[src/adcc_pkg.sv]
// What this block does
// (RQ1) Ten-bit successive approximation, one input
// (RQ2) Eight pin channels, ground and bandgap
// (RQ3) Channel and reference apply only when enabled
// (RQ4) Right-aligned result, left when selected
// (RQ5) Low byte read locks until high read
// (RQ6) Result lost when completing while locked
// (RQ7) Done flag still set when result lost
// (RQ8) Start bit high until conversion finishes
// (RQ9) Software clears power gate before use
// (RQ10) Channel change waits for running conversion
// (RQ11) Auto trigger starts from selected event
// (RQ12) Trigger edge resets prescaler, starts conversion
// (RQ13) Only rising edges start; busy edges ignored
// (RQ14) Trigger flags count even with interrupts off
// (RQ15) Software clears trigger flag between events
// (RQ16) Done-flag source restarts after every conversion
// (RQ17) Software starts first free-running conversion
// (RQ18) Start bit works and reads busy always
// (RQ19) Left-aligned eight bits: read high only
// (RQ20) Disable converter before sleep to save power
// (RQ21) Thirteen cycles, first conversion twenty-five
// (RQ22) Prescaler held reset while converter disabled
// (RQ23) Software start waits next converter clock edge
// (RQ24) Left: high holds bits nine to two
package adcc_pkg;

    // -------------------------------------------------------------
    // Widths
    // -------------------------------------------------------------
    localparam int ADDR_W = 3;
    localparam int DATA_W = 8;
    localparam int RES_W = 10;
    localparam int PRESC_W = 8;
    localparam int TCNT_W = 5;
    localparam int TRIG_N = 8;

    // -------------------------------------------------------------
    // Register offsets
    // -------------------------------------------------------------
    localparam logic [2:0] OFS_INPUT_SEL = 3'h0;
    localparam logic [2:0] OFS_CTRL_A = 3'h1;
    localparam logic [2:0] OFS_CTRL_B = 3'h2;
    localparam logic [2:0] OFS_RES_LOW = 3'h3;
    localparam logic [2:0] OFS_RES_HIGH = 3'h4;
    localparam logic [2:0] OFS_POWER = 3'h5;

    // -------------------------------------------------------------
    // Field positions and reset values
    // -------------------------------------------------------------
    localparam int BIT_EN = 7;
    localparam int BIT_START = 6;
    localparam int BIT_ATE = 5;
    localparam int BIT_FLAG = 4;
    localparam int BIT_IE = 3;
    localparam int BIT_GATE = 0;
    localparam logic [7:0] RST_INPUT_SEL = 8'h00;
    localparam logic [2:0] RST_PRESC = 3'h0;
    localparam logic [2:0] RST_TSEL = 3'h0;
    localparam logic RST_GATE = 1'b1;
    localparam logic [2:0] TSEL_FREE_RUN = 3'h0;

    // -------------------------------------------------------------
    // Conversion timing in converter clock cycles
    // -------------------------------------------------------------
    localparam int CONV_NORMAL = 13;
    localparam int CONV_FIRST = 25;
    localparam int SAMPLE_TICK = 1;
    localparam logic [TCNT_W-1:0] FIRST_EXTRA =
        TCNT_W'(CONV_FIRST - CONV_NORMAL);
    localparam logic [TCNT_W-1:0] DONE_TICK = TCNT_W'(CONV_NORMAL - 1);

    // -------------------------------------------------------------
    // Types
    // -------------------------------------------------------------
    typedef struct packed {
        logic [1:0] ref_sel;
        logic left_adj;
        logic rsvd;
        logic [3:0] chan;
    } adcc_mux_s;

    typedef enum logic [0:0] {
        SAR_IDLE = 1'b0,
        SAR_RUN = 1'b1
    } adcc_sar_e;

    // Places the result in the high or low byte
    function automatic logic [7:0] adcc_align(input logic [9:0] res,
                                              input logic left,
                                              input logic high);
        logic [15:0] word;
        word = left ? {res, 6'h00} : {6'h00, res};
        return high ? word[15:8] : word[7:0];
    endfunction

endpackage

[src/adcc_prescaler.sv]
`timescale 1ns/1ns
module adcc_prescaler
    import adcc_pkg::*;
#(
    parameter int W = PRESC_W
) (
    input wire logic core_clk_i,
    input wire logic srst_i,
    input wire logic clear_i,
    input wire logic [2:0] sel_i,
    output logic tick_o
);

    logic [W-1:0] cnt_reg;
    logic [W-1:0] last;

    // Division by 2, 4, ... 256
    assign last = W'((2 << sel_i) - 1);

    // Counter held in reset while cleared
    always_ff @(posedge core_clk_i) begin
        if (srst_i || clear_i) begin // RQ22
            cnt_reg <= '0;
            tick_o <= 1'b0;
        end else if (cnt_reg >= last) begin
            cnt_reg <= '0;
            tick_o <= 1'b1;
        end else begin
            cnt_reg <= cnt_reg + W'(1);
            tick_o <= 1'b0;
        end
    end

endmodule // adcc_prescaler

[src/adcc_sar.sv]
`timescale 1ns/1ns
module adcc_sar
    import adcc_pkg::*;
#(
    parameter int RES = RES_W
) (
    input wire logic core_clk_i,
    input wire logic srst_i,
    input wire logic tick_i,
    input wire logic start_i,
    input wire logic first_i,
    input wire logic cmp_i,
    output logic busy_o,
    output logic sample_o,
    output logic done_o,
    output logic [RES-1:0] dac_o
);

    adcc_sar_e state_reg;
    logic [TCNT_W-1:0] cnt_reg;
    logic [TCNT_W-1:0] offs;
    logic first_reg;
    logic [RES-1:0] mask_reg;

    assign offs = first_reg ? FIRST_EXTRA : '0;
    assign busy_o = (state_reg == SAR_RUN);

    // Sequencer: sample, one trial per tick, then done
    always_ff @(posedge core_clk_i) begin
        if (srst_i) begin
            state_reg <= SAR_IDLE;
            cnt_reg <= '0;
            first_reg <= 1'b0;
            mask_reg <= '0;
            dac_o <= '0;
            sample_o <= 1'b0;
            done_o <= 1'b0;
        end else begin
            done_o <= 1'b0;
            unique case (state_reg)
                SAR_IDLE: begin
                    if (start_i && tick_i) begin // RQ23
                        state_reg <= SAR_RUN;
                        // Start tick counts as tick one of the conversion
                        cnt_reg <= TCNT_W'(1);
                        first_reg <= first_i;
                        sample_o <= 1'b1;
                    end
                end
                SAR_RUN: begin
                    if (tick_i) begin
                        cnt_reg <= cnt_reg + TCNT_W'(1);
                        if (cnt_reg == offs + TCNT_W'(SAMPLE_TICK)) begin
                            sample_o <= 1'b0;
                            mask_reg <= {1'b1, {(RES-1){1'b0}}};
                            dac_o <= {1'b1, {(RES-1){1'b0}}};
                        end else if (mask_reg != '0) begin
                            // Keep or drop the trial bit, try the next
                            dac_o <= (cmp_i ? dac_o : dac_o & ~mask_reg)
                                     | (mask_reg >> 1); // RQ1
                            mask_reg <= mask_reg >> 1;
                        end else if (cnt_reg == offs + DONE_TICK) begin
                            state_reg <= SAR_IDLE; // RQ21
                            done_o <= 1'b1;
                        end
                    end
                end
            endcase
        end
    end

endmodule // adcc_sar

[src/adcc_top.sv]
`timescale 1ns/1ns
module adcc_top
    import adcc_pkg::*;
(
    input wire logic core_clk_i,
    input wire logic srst_i,
    input wire logic [ADDR_W-1:0] addr_i,
    input wire logic [DATA_W-1:0] wdata_i,
    input wire logic wr_i,
    input wire logic rd_i,
    output logic [DATA_W-1:0] rdata_o,
    input wire logic [TRIG_N-1:0] trig_i,
    input wire logic cmp_i,
    output logic [3:0] chan_o,
    output logic [1:0] ref_o,
    output logic [RES_W-1:0] dac_o,
    output logic sample_o,
    output logic power_o,
    output logic irq_o
);

    // -------------------------------------------------------------
    // Software state
    // -------------------------------------------------------------
    adcc_mux_s input_select_reg;
    logic converter_enable_reg;
    logic auto_trigger_enable_reg;
    logic conversion_done_flag_reg;
    logic irq_enable_reg;
    logic [2:0] presc_sel_reg;
    logic [2:0] trigger_source_select_reg;
    logic converter_power_gate_reg;

    // -------------------------------------------------------------
    // Conversion state
    // -------------------------------------------------------------
    logic start_req_reg;
    logic first_reg;
    logic lock_reg;
    logic [RES_W-1:0] result_reg;
    logic trig_prev_reg;

    // -------------------------------------------------------------
    // Internal wires
    // -------------------------------------------------------------
    logic active;
    logic tick;
    logic busy;
    logic done;
    logic [RES_W-1:0] sar_code;
    logic trig_level;
    logic trig_edge;
    logic auto_start;
    logic free_restart;
    logic start_go;
    logic sw_start;
    logic rd_low;
    logic rd_high;
    logic result_update;
    logic presc_clear;
    logic sar_reset;
    logic [DATA_W-1:0] read_value;

    // Register access decode
    function automatic logic hit(input logic strobe,
                                 input logic [ADDR_W-1:0] addr,
                                 input logic [ADDR_W-1:0] ofs);
        return strobe && (addr == ofs);
    endfunction

    // -------------------------------------------------------------
    // Enable and start decisions
    // -------------------------------------------------------------

    // Converter runs only when enabled and not power gated
    assign active = converter_enable_reg
                    && !converter_power_gate_reg; // RQ9

    // Software start request
    assign sw_start = hit(wr_i, addr_i, OFS_CTRL_A)
                      && wdata_i[BIT_START] && active; // RQ8

    // Selected trigger level; flag levels come in regardless of enables
    assign trig_level =
        (trigger_source_select_reg == TSEL_FREE_RUN)
        ? conversion_done_flag_reg
        : trig_i[trigger_source_select_reg]; // RQ14

    // Rising edge only
    assign trig_edge = trig_level && !trig_prev_reg; // RQ13

    // Edge accepted only when idle in auto-trigger mode
    assign auto_start = active && auto_trigger_enable_reg
                        && (trigger_source_select_reg != TSEL_FREE_RUN)
                        && trig_edge && !busy
                        && !start_req_reg; // RQ11 RQ13

    // Free running restarts on every completion
    assign free_restart = active && auto_trigger_enable_reg
                          && (trigger_source_select_reg == TSEL_FREE_RUN)
                          && done; // RQ16

    // Request taken at the next converter clock edge
    assign start_go = start_req_reg && tick && !busy; // RQ23

    // Trigger edge restarts the prescaler for a fixed delay
    assign presc_clear = !active || auto_start; // RQ12 RQ22

    // Disabling aborts any conversion
    assign sar_reset = srst_i || !active;

    // -------------------------------------------------------------
    // Result access
    // -------------------------------------------------------------
    assign rd_low = hit(rd_i, addr_i, OFS_RES_LOW);
    assign rd_high = hit(rd_i, addr_i, OFS_RES_HIGH);

    // No update while locked or while the low byte is being read
    assign result_update = done && !lock_reg && !rd_low; // RQ6

    // -------------------------------------------------------------
    // Submodules
    // -------------------------------------------------------------

    // Converter clock divider
    adcc_prescaler #(
        .W(PRESC_W)
    ) u_presc (
        .core_clk_i(core_clk_i),
        .srst_i(srst_i),
        .clear_i(presc_clear),
        .sel_i(presc_sel_reg),
        .tick_o(tick)
    );

    // Approximation sequencer
    adcc_sar #(
        .RES(RES_W)
    ) u_sar (
        .core_clk_i(core_clk_i),
        .srst_i(sar_reset),
        .tick_i(tick),
        .start_i(start_req_reg),
        .first_i(first_reg),
        .cmp_i(cmp_i),
        .busy_o(busy),
        .sample_o(sample_o),
        .done_o(done),
        .dac_o(sar_code)
    );

    assign dac_o = sar_code;

    // -------------------------------------------------------------
    // Software writable registers
    // -------------------------------------------------------------

    // Input select register
    always_ff @(posedge core_clk_i) begin
        if (srst_i) begin
            input_select_reg <= adcc_mux_s'(RST_INPUT_SEL);
        end else if (hit(wr_i, addr_i, OFS_INPUT_SEL)) begin
            input_select_reg <= adcc_mux_s'(wdata_i);
            input_select_reg.rsvd <= 1'b0;
        end
    end

    // Control A fields other than start and flag
    always_ff @(posedge core_clk_i) begin
        if (srst_i) begin
            converter_enable_reg <= 1'b0;
            auto_trigger_enable_reg <= 1'b0;
            irq_enable_reg <= 1'b0;
            presc_sel_reg <= RST_PRESC;
        end else if (hit(wr_i, addr_i, OFS_CTRL_A)) begin
            converter_enable_reg <= wdata_i[BIT_EN];
            auto_trigger_enable_reg <= wdata_i[BIT_ATE];
            irq_enable_reg <= wdata_i[BIT_IE];
            presc_sel_reg <= wdata_i[2:0];
        end
    end

    // Control B trigger source
    always_ff @(posedge core_clk_i) begin
        if (srst_i) begin
            trigger_source_select_reg <= RST_TSEL;
        end else if (hit(wr_i, addr_i, OFS_CTRL_B)) begin
            trigger_source_select_reg <= wdata_i[2:0];
        end
    end

    // Power gate, set after reset
    always_ff @(posedge core_clk_i) begin
        if (srst_i) begin
            converter_power_gate_reg <= RST_GATE;
        end else if (hit(wr_i, addr_i, OFS_POWER)) begin
            converter_power_gate_reg <= wdata_i[BIT_GATE]; // RQ9
        end
    end

    // -------------------------------------------------------------
    // Conversion control
    // -------------------------------------------------------------

    // Pending start: software, trigger edge or free-running restart
    always_ff @(posedge core_clk_i) begin
        if (srst_i || !active) begin
            start_req_reg <= 1'b0;
        end else if (sw_start || auto_start || free_restart) begin
            start_req_reg <= 1'b1; // RQ8 RQ12 RQ16 RQ18
        end else if (start_go) begin
            start_req_reg <= 1'b0;
        end
    end

    // Next conversion is the long first one after enabling
    always_ff @(posedge core_clk_i) begin
        if (srst_i || !active) begin
            first_reg <= 1'b1; // RQ21
        end else if (start_go) begin
            first_reg <= 1'b0;
        end
    end

    // Previous trigger level for edge detection
    always_ff @(posedge core_clk_i) begin
        if (srst_i) begin
            trig_prev_reg <= 1'b0;
        end else begin
            trig_prev_reg <= trig_level; // RQ13
        end
    end

    // Done flag: completion sets, write one clears, set wins
    always_ff @(posedge core_clk_i) begin
        if (srst_i) begin
            conversion_done_flag_reg <= 1'b0;
        end else if (done) begin
            conversion_done_flag_reg <= 1'b1; // RQ7
        end else if (hit(wr_i, addr_i, OFS_CTRL_A)
                     && wdata_i[BIT_FLAG]) begin
            conversion_done_flag_reg <= 1'b0;
        end
    end

    // Interrupt request follows flag and enable
    always_ff @(posedge core_clk_i) begin
        if (srst_i) begin
            irq_o <= 1'b0;
        end else begin
            irq_o <= conversion_done_flag_reg && irq_enable_reg; // RQ7
        end
    end

    // -------------------------------------------------------------
    // Result and read lock
    // -------------------------------------------------------------

    // Lock set by low byte read, released by high byte read
    always_ff @(posedge core_clk_i) begin
        if (srst_i) begin
            lock_reg <= 1'b0;
        end else if (rd_low) begin
            lock_reg <= 1'b1; // RQ5
        end else if (rd_high) begin
            lock_reg <= 1'b0; // RQ5
        end
    end

    // Result capture, dropped while locked
    always_ff @(posedge core_clk_i) begin
        if (srst_i) begin
            result_reg <= '0;
        end else if (result_update) begin
            result_reg <= sar_code; // RQ1 RQ6
        end
    end

    // -------------------------------------------------------------
    // Analog side selection
    // -------------------------------------------------------------

    // Selection follows software only when enabled and idle
    always_ff @(posedge core_clk_i) begin
        if (srst_i) begin
            chan_o <= '0;
            ref_o <= '0;
        end else if (active && !busy && !start_go) begin
            chan_o <= input_select_reg.chan; // RQ2 RQ3 RQ10
            ref_o <= input_select_reg.ref_sel; // RQ3
        end
    end

    // Analog power follows the effective enable
    always_ff @(posedge core_clk_i) begin
        if (srst_i) begin
            power_o <= 1'b0;
        end else begin
            power_o <= active;
        end
    end

    // -------------------------------------------------------------
    // Read data
    // -------------------------------------------------------------

    // Read value selection; reserved bits read zero
    always_comb begin
        read_value = '0;
        unique case (addr_i)
            OFS_INPUT_SEL: begin
                read_value = input_select_reg;
            end
            OFS_CTRL_A: begin
                read_value = {converter_enable_reg,
                              start_req_reg || busy || done, // RQ8 RQ18
                              auto_trigger_enable_reg,
                              conversion_done_flag_reg,
                              irq_enable_reg,
                              presc_sel_reg};
            end
            OFS_CTRL_B: begin
                read_value = {5'h00, trigger_source_select_reg};
            end
            OFS_RES_LOW: begin
                read_value = adcc_align(result_reg,
                                        input_select_reg.left_adj,
                                        1'b0); // RQ4 RQ24
            end
            OFS_RES_HIGH: begin
                read_value = adcc_align(result_reg,
                                        input_select_reg.left_adj,
                                        1'b1); // RQ4 RQ24
            end
            OFS_POWER: begin
                read_value = {7'h00, converter_power_gate_reg};
            end
            default: begin
                read_value = '0;
            end
        endcase
    end

    // Read data valid the cycle after the strobe only
    always_ff @(posedge core_clk_i) begin
        if (srst_i) begin
            rdata_o <= '0;
        end else if (rd_i) begin
            rdata_o <= read_value;
        end else begin
            rdata_o <= '0;
        end
    end

endmodule // adcc_top

[config.mk]
export PLATFORM = sky130hd
export DESIGN_NAME = adcc_top
export DESIGN_NICKNAME = d
export VERILOG_FILES = /design/src/adcc_pkg.sv /design/src/adcc_prescaler.sv /design/src/adcc_sar.sv /design/src/adcc_top.sv
export SDC_FILE = /design/constraint.sdc
export NUM_CORES = 1
export LEC_CHECK = 0
export ABC_AREA = 1
export BUFFER_PORTS_ARGS = -buffer_cell sky130_fd_sc_hd__buf_2
export CORE_MARGIN = 2
export CORE_UTILIZATION = 30
export CTS_BUF_LIST = sky130_fd_sc_hd__clkbuf_2 sky130_fd_sc_hd__clkbuf_4 sky130_fd_sc_hd__clkbuf_8
export DETAILED_ROUTE_END_ITERATION = 7
export MAX_ROUTING_LAYER = met4
export PLACE_DENSITY = 0.6
export RECOVER_POWER = 25
export SETUP_SLACK_MARGIN = 0.3
export SLEW_MARGIN = 20
export SYNTH_ARGS = -nofsm -noshare
export SYNTH_HDL_FRONTEND = slang
export SYNTH_SLANG_ARGS = --single-unit
export TNS_END_PERCENT = 1
[constraint.sdc]
create_clock -name core_clk_i -period 1.47 [get_ports core_clk_i]
set_input_delay 0.147 -clock core_clk_i [delete_from_list [all_inputs] [get_ports core_clk_i]]
set_output_delay 0.147 -clock core_clk_i [all_outputs]
set_load 0.03 [all_outputs]
# Word-level counts from Yosys, hierarchy flattened
# Index checks and enable logic that the tools add are counted.
# totals
register_bits,86
inputBits,24
elab_cells,140
# op_classes
addsub,5
magnitude_cmp,2
eq_ne,10
shifts,1
n_mux,32
n_bitwise,6
reduce_logical,55
# op_table
cell,count
10-bit 2-to-1 mux,5
8-bit one-hot mux with 6 select lines,1
1-bit logical AND,25
1-bit 2-to-1 mux,18
16-bit 2-to-1 mux,1
5-bit by 1-bit adder with 5-bit output (second input constant),2
10-bit AND,1
5-bit equality test,2
5-bit 2-to-1 mux,2
10-bit NOT,1
10-bit by 9-bit OR with 10-bit output,1
5-bit one-hot mux with 2 select lines,1
10-bit nonzero test,1
8-bit by 1-bit adder with 8-bit output (second input constant),1
8-bit >= comparator,1
1-bit zero test,8
2-bit nonzero test,4
2-bit by 3-bit left shift with 8-bit output (first input constant),1
8-bit by 2-bit subtractor with 8-bit output (second input constant),1
1-bit logical OR,7
3-bit by 2-bit equality test with 1-bit output (second input constant),2
3-bit equality test (second input constant),2
3-bit zero test,2
2-bit inequality test (second input constant),3
12 further kinds,18

# Depth between registers and ports, before layout
# depth
word_depth,10
mapped_depth,10
depth_no_buf,9

# By module
# A second synthesis with hierarchy kept.
# hier_totals
hier_cells,580
area_unflattened_um2,4201.5
# by_module_without_submodules
mod,n_inst,cells_each,area_per_inst_um2
adcc_top,1,296,2104.5
adcc_sar,1,191,1442.6
adcc_prescaler,1,93,654.4

# Worst setup path after synthesis
# OpenSTA, ideal clock, no wires.
# synth_path
kind,register to register
startpoint,register presc_sel_reg[2]
endpoint,register u_presc.cnt_reg[0]
setup_ns,0.066
arrival_time_ns,1.394
t_required_ns,1.404
path_slack_ns,0.010
path_stages_with_launch,10
n_path_buf,0
period_less_slack_ns,1.460
path_cell_list,dfxtp_1 > o21ai_0 > ha_1 > nand2_1 > nand2_1 > nand3_1 > nand2_1 > a21oi_1 > nand3_2 > nor2_1
# synth_via
elab_chain_len,4
# synth_rtl
item,line_no,text
from (decl),adcc_top.sv:30,logic [2:0] presc_sel_reg;
from (signal assigned),adcc_top.sv:179,presc_sel_reg <= wdata_i[2:0];
2-bit by 3-bit left shift with 8-bit output,adcc_prescaler.sv:18,assign last = W'((2 << sel_i) - 1);
8-bit by 2-bit subtractor with 8-bit output,adcc_prescaler.sv:18,
8-bit >= comparator,adcc_prescaler.sv:25,end else if (cnt_reg >= last) begin
2-bit OR reduction (no line),-,
to (signal assigned),adcc_prescaler.sv:29,cnt_reg <= cnt_reg + W'(1);
to (decl),adcc_prescaler.sv:14,logic [W-1:0] cnt_reg;
# No other way between the ends.
# A chain may end at the register's enable or synchronous reset.

# Final worst setup path
# layout_path
startpoint,register presc_sel_reg[1]
endpoint,register u_presc.cnt_reg[1]
# Same word-level chain as after synthesis.

==> summary.txt <==
Drt
  • Vias per inst: between 4 and 5
  • Drt first-iter violations: ~260
  • Router iterations before antenna repair: 4
  • Final wirelength: 10,360 um
  • Routed wire per std cell: between 10 and 15 um
  • Antenna-violating nets left: 0
  • DR DRC count: 0
  • Vias: 3,683

Setup path
  • Startpoint Class: flop
  • Crit-path max FO: 8
  • Critical path type: reg2reg
  • Critical Path End Type: flop
  • CP arrival: roughly 1.9 ns
  • Worst Path Required: ~1.8 ns

Global route
  • All-layer global routing usage: ~15%
  • Pin count of the biggest net entering global routing: 21
  • First-pass GRT wire length: around 17,000 um
  • Vias in the first global route: 3,586
  • Congestion Overflow GR: 0
  • Antenna violations before repair: 1

Placed design
  • Pre-CTS WS: -0.1114 ns
  • Post-DP HPWL: between 7000 and 8000 um
  • Inst Count DP: about 770
  • DP Area: about 4600 um2
  • IO Port Bufs: between 40 and 50
  • Routability Congestion: between 0.8 and 0.9

Clocking
  • Clock buffer count from CTS: 9
  • Clk buf depth: 2
  • Worst-path clk slew: 0.09 ns
  • TritonCTS Sinks: 86
  • Root Buffer: clkbuf_8
  • Clk_lat worst skew: 0.37 ns
  • CTS tree: built
  • H-Tree Depth: 3

Timing
  • Final clock skew: between 0.015 and 0.02 ns
  • Fmax: ~640 MHz
  • Slew HR: ~65%
  • Endpoints failing setup: 9
  • Worst-margin pin slew: between 0.5 and 0.6 ns
  • Period utilization: 106.3%
  • Post-route worst setup slack: -0.09215 ns
  • Hold_ws: 0.06847 ns
  • RSZ-0062 raised after global routing: true
  • Fin. max-slew vios: 0
  • Final hold vios: 0
  • Minimum clock period: approximately 1.6 ns

Synthesis
  • Synthesized area: 4094 um2
  • Sequential share of the synthesized area: a little over two fifths
  • EDFF count, synth: 0
  • Gate Count Post-Synth: around 550
  • Mean Syn Cell Area: between 7 and 8 um2
  • Synth async-reset ratio: 0%
  • Synth cell types: 35
  • Register bit total from synthesis: 86
  • Top_reg_cell synth: dfxtp_1
  • Post-Syn Nets: 584
  • Yosys warning total: 0

Floorplanning
  • Site Rows: 42
  • Die area: between 10,000 and 15,000 um2
  • # IOs: 51
  • Die H: 120.8 um
  • Core box area: between 10,000 and 15,000 um2
  • Initial Utilization: 30.79%
  • Die Wd: around 120 um

Finish
  • Most frequent cells in the layout: nand2_1 (74), dfxtp_1 (60), inv_1 (54)
  • Design Area, Final: ~5200 um2
  • Final Non-Filler Cells: 788
  • Fraction of layout instances using a drive strength above 1: between 30% and 40%
  • Nets: between 600 and 700
  • Commonest non-fill, non-tap cell in the layout: nand2_1
  • Syn-to-layout area delta: 25.86%

Run status
  • Status: complete, but fails checks
  • Failing checks: negative setup slack

Job
  • MaxCap Viol Count: 0

Power
  • Sw frac: about a quarter
  • Reg power frac: 55.3%
  • Total Power: about 0.0043 W
  • Leakage: about 1.9 nW
  • Internal: 0.003274 W
  • Power share of the clock group: about two fifths
  • PD cells: 828.6 nW/um2
  • Gate power share: under 10%
  • Maximum VDD drop: roughly 340 uV
  • P_sw: between 0.0009 and 0.001 W

Worst hold path
  • Tightest Hold Check Type: in2reg
-- final timing paths --
check / start / endpoint / slack [ns] / cells past startpoint
worst max-delay path: presc_sel_reg[1] / u_presc.cnt_reg[1] / -0.09 / 9
worst min-delay path: wdata_i[0] / converter_power_gate_reg / 0.07 / 3
worst max register to register: presc_sel_reg[1] / u_presc.cnt_reg[1] / -0.09 / 9
worst min register to register: irq_enable_reg / irq_o / 0.47 / 2
-- cell usage after synthesis, types with 3 or more instances --
cell / n / area, um2
a21oi_1: 53 / 265.3
a21oi_2: 10 / 87.58
buf_2: 6 / 30.03
buf_4: 3 / 22.52
buf_6: 4 / 45.04
clkbuf_1: 4 / 15.01
dfxtp_1: 86 / 1722
ha_1: 11 / 137.6
inv_1: 62 / 232.7
inv_2: 6 / 22.52
nand2_1: 90 / 337.8
nand2_2: 15 / 93.84
nand3_1: 26 / 130.1
nand4_1: 19 / 118.9
nor2_1: 64 / 240.2
nor2_2: 3 / 18.77
nor3_1: 4 / 20.02
o211ai_1: 3 / 22.52
o21ai_0: 39 / 195.2
o21ai_1: 13 / 65.06
o21ai_2: 3 / 26.28
o22ai_1: 4 / 25.02
xnor2_1: 4 / 35.03
-- kinds of logic after synthesis --
| kind of cell | share of synthesized area [%] |
|---|---|
| AO/OA/AOI/OAI | 17.33 |
| buffers and inverters | 9.841 |
| flip-flops | 42.05 |
| adder cells (fa/ha/maj) | 3.362 |
| XOR/XNOR | 1.284 |
| AND/OR/NAND/NOR | 26.13 |
-- power by group through the flow --
stage | Clock (W) | Combinational [W] | Sequential (W)
2_1_floorplan | 0 | 0.000126 | 0.00242
3_3_place_gp | 0 | 0.000206 | 0.00242
3_5_place_dp | 0 | 0.000210 | 0.00242
4_1_cts | 0.00174 | 0.000213 | 0.00236
5_1_grt | 0.00184 | 0.000237 | 0.00236
6_report | 0.00170 | 0.000210 | 0.00236
-- cell type report --
| class | instances | area, um2 |
|---|---|---|
| repair buffers | 66 | 396.6 |
| diodes | 1 | 2.502 |
| flip-flops and latches | 86 | 1767 |
| inverters | 68 | 270.3 |
| clock buffers | 12 | 152.6 |
| clock inverters | 3 | 45.04 |
| fillers | 1394 | 8143 |
| multi-input cells | 376 | 2298 |
| well taps | 176 | 220.2 |
-- stage by stage --
| step | setup TNS (ns) | utilization (%) |
|---|---|---|
| 2_1_floorplan | 0 | - |
| 3_3_place_gp | -0.08497 | 34.27 |
| 3_5_place_dp | -0.7601 | 34.27 |
| 4_1_cts | -0.4237 | 37.34 |
| 5_1_grt | -1.830 | 38.75 |
| 6_report | -0.6110 | 38.75 |
-- worst max-delay path: stages, from the launching register on --
cell and delay [ns]:
dfxtp_4 0.39, nor3_4 0.18, ha_1 0.24, nand2_1 0.06
nand2_1 0.04, nand2_1 0.06, nand2_2 0.06, a21oi_4 0.18
nand3_4 0.15, nor2_1 0.12
-- per-layer routing --
metal	share of wire, %	global-route usage (%)	vias up	routed length (um)
li1	-	-	1924	-
met1	49	19.92	1682	5059
met2	45	22.32	62	4708
met3	3.8	3.160	15	395
met4	1.9	5.959	0	194
met5	0	-	-	0
-- timing repair --
item	in CTS	in global routing
resized for setup	66	76
buffers inserted	1	0
endpoints found under the setup margin	44	70
pin swaps	62	55
hold buffers	0	0
Power figures use the tool's default switching activity.
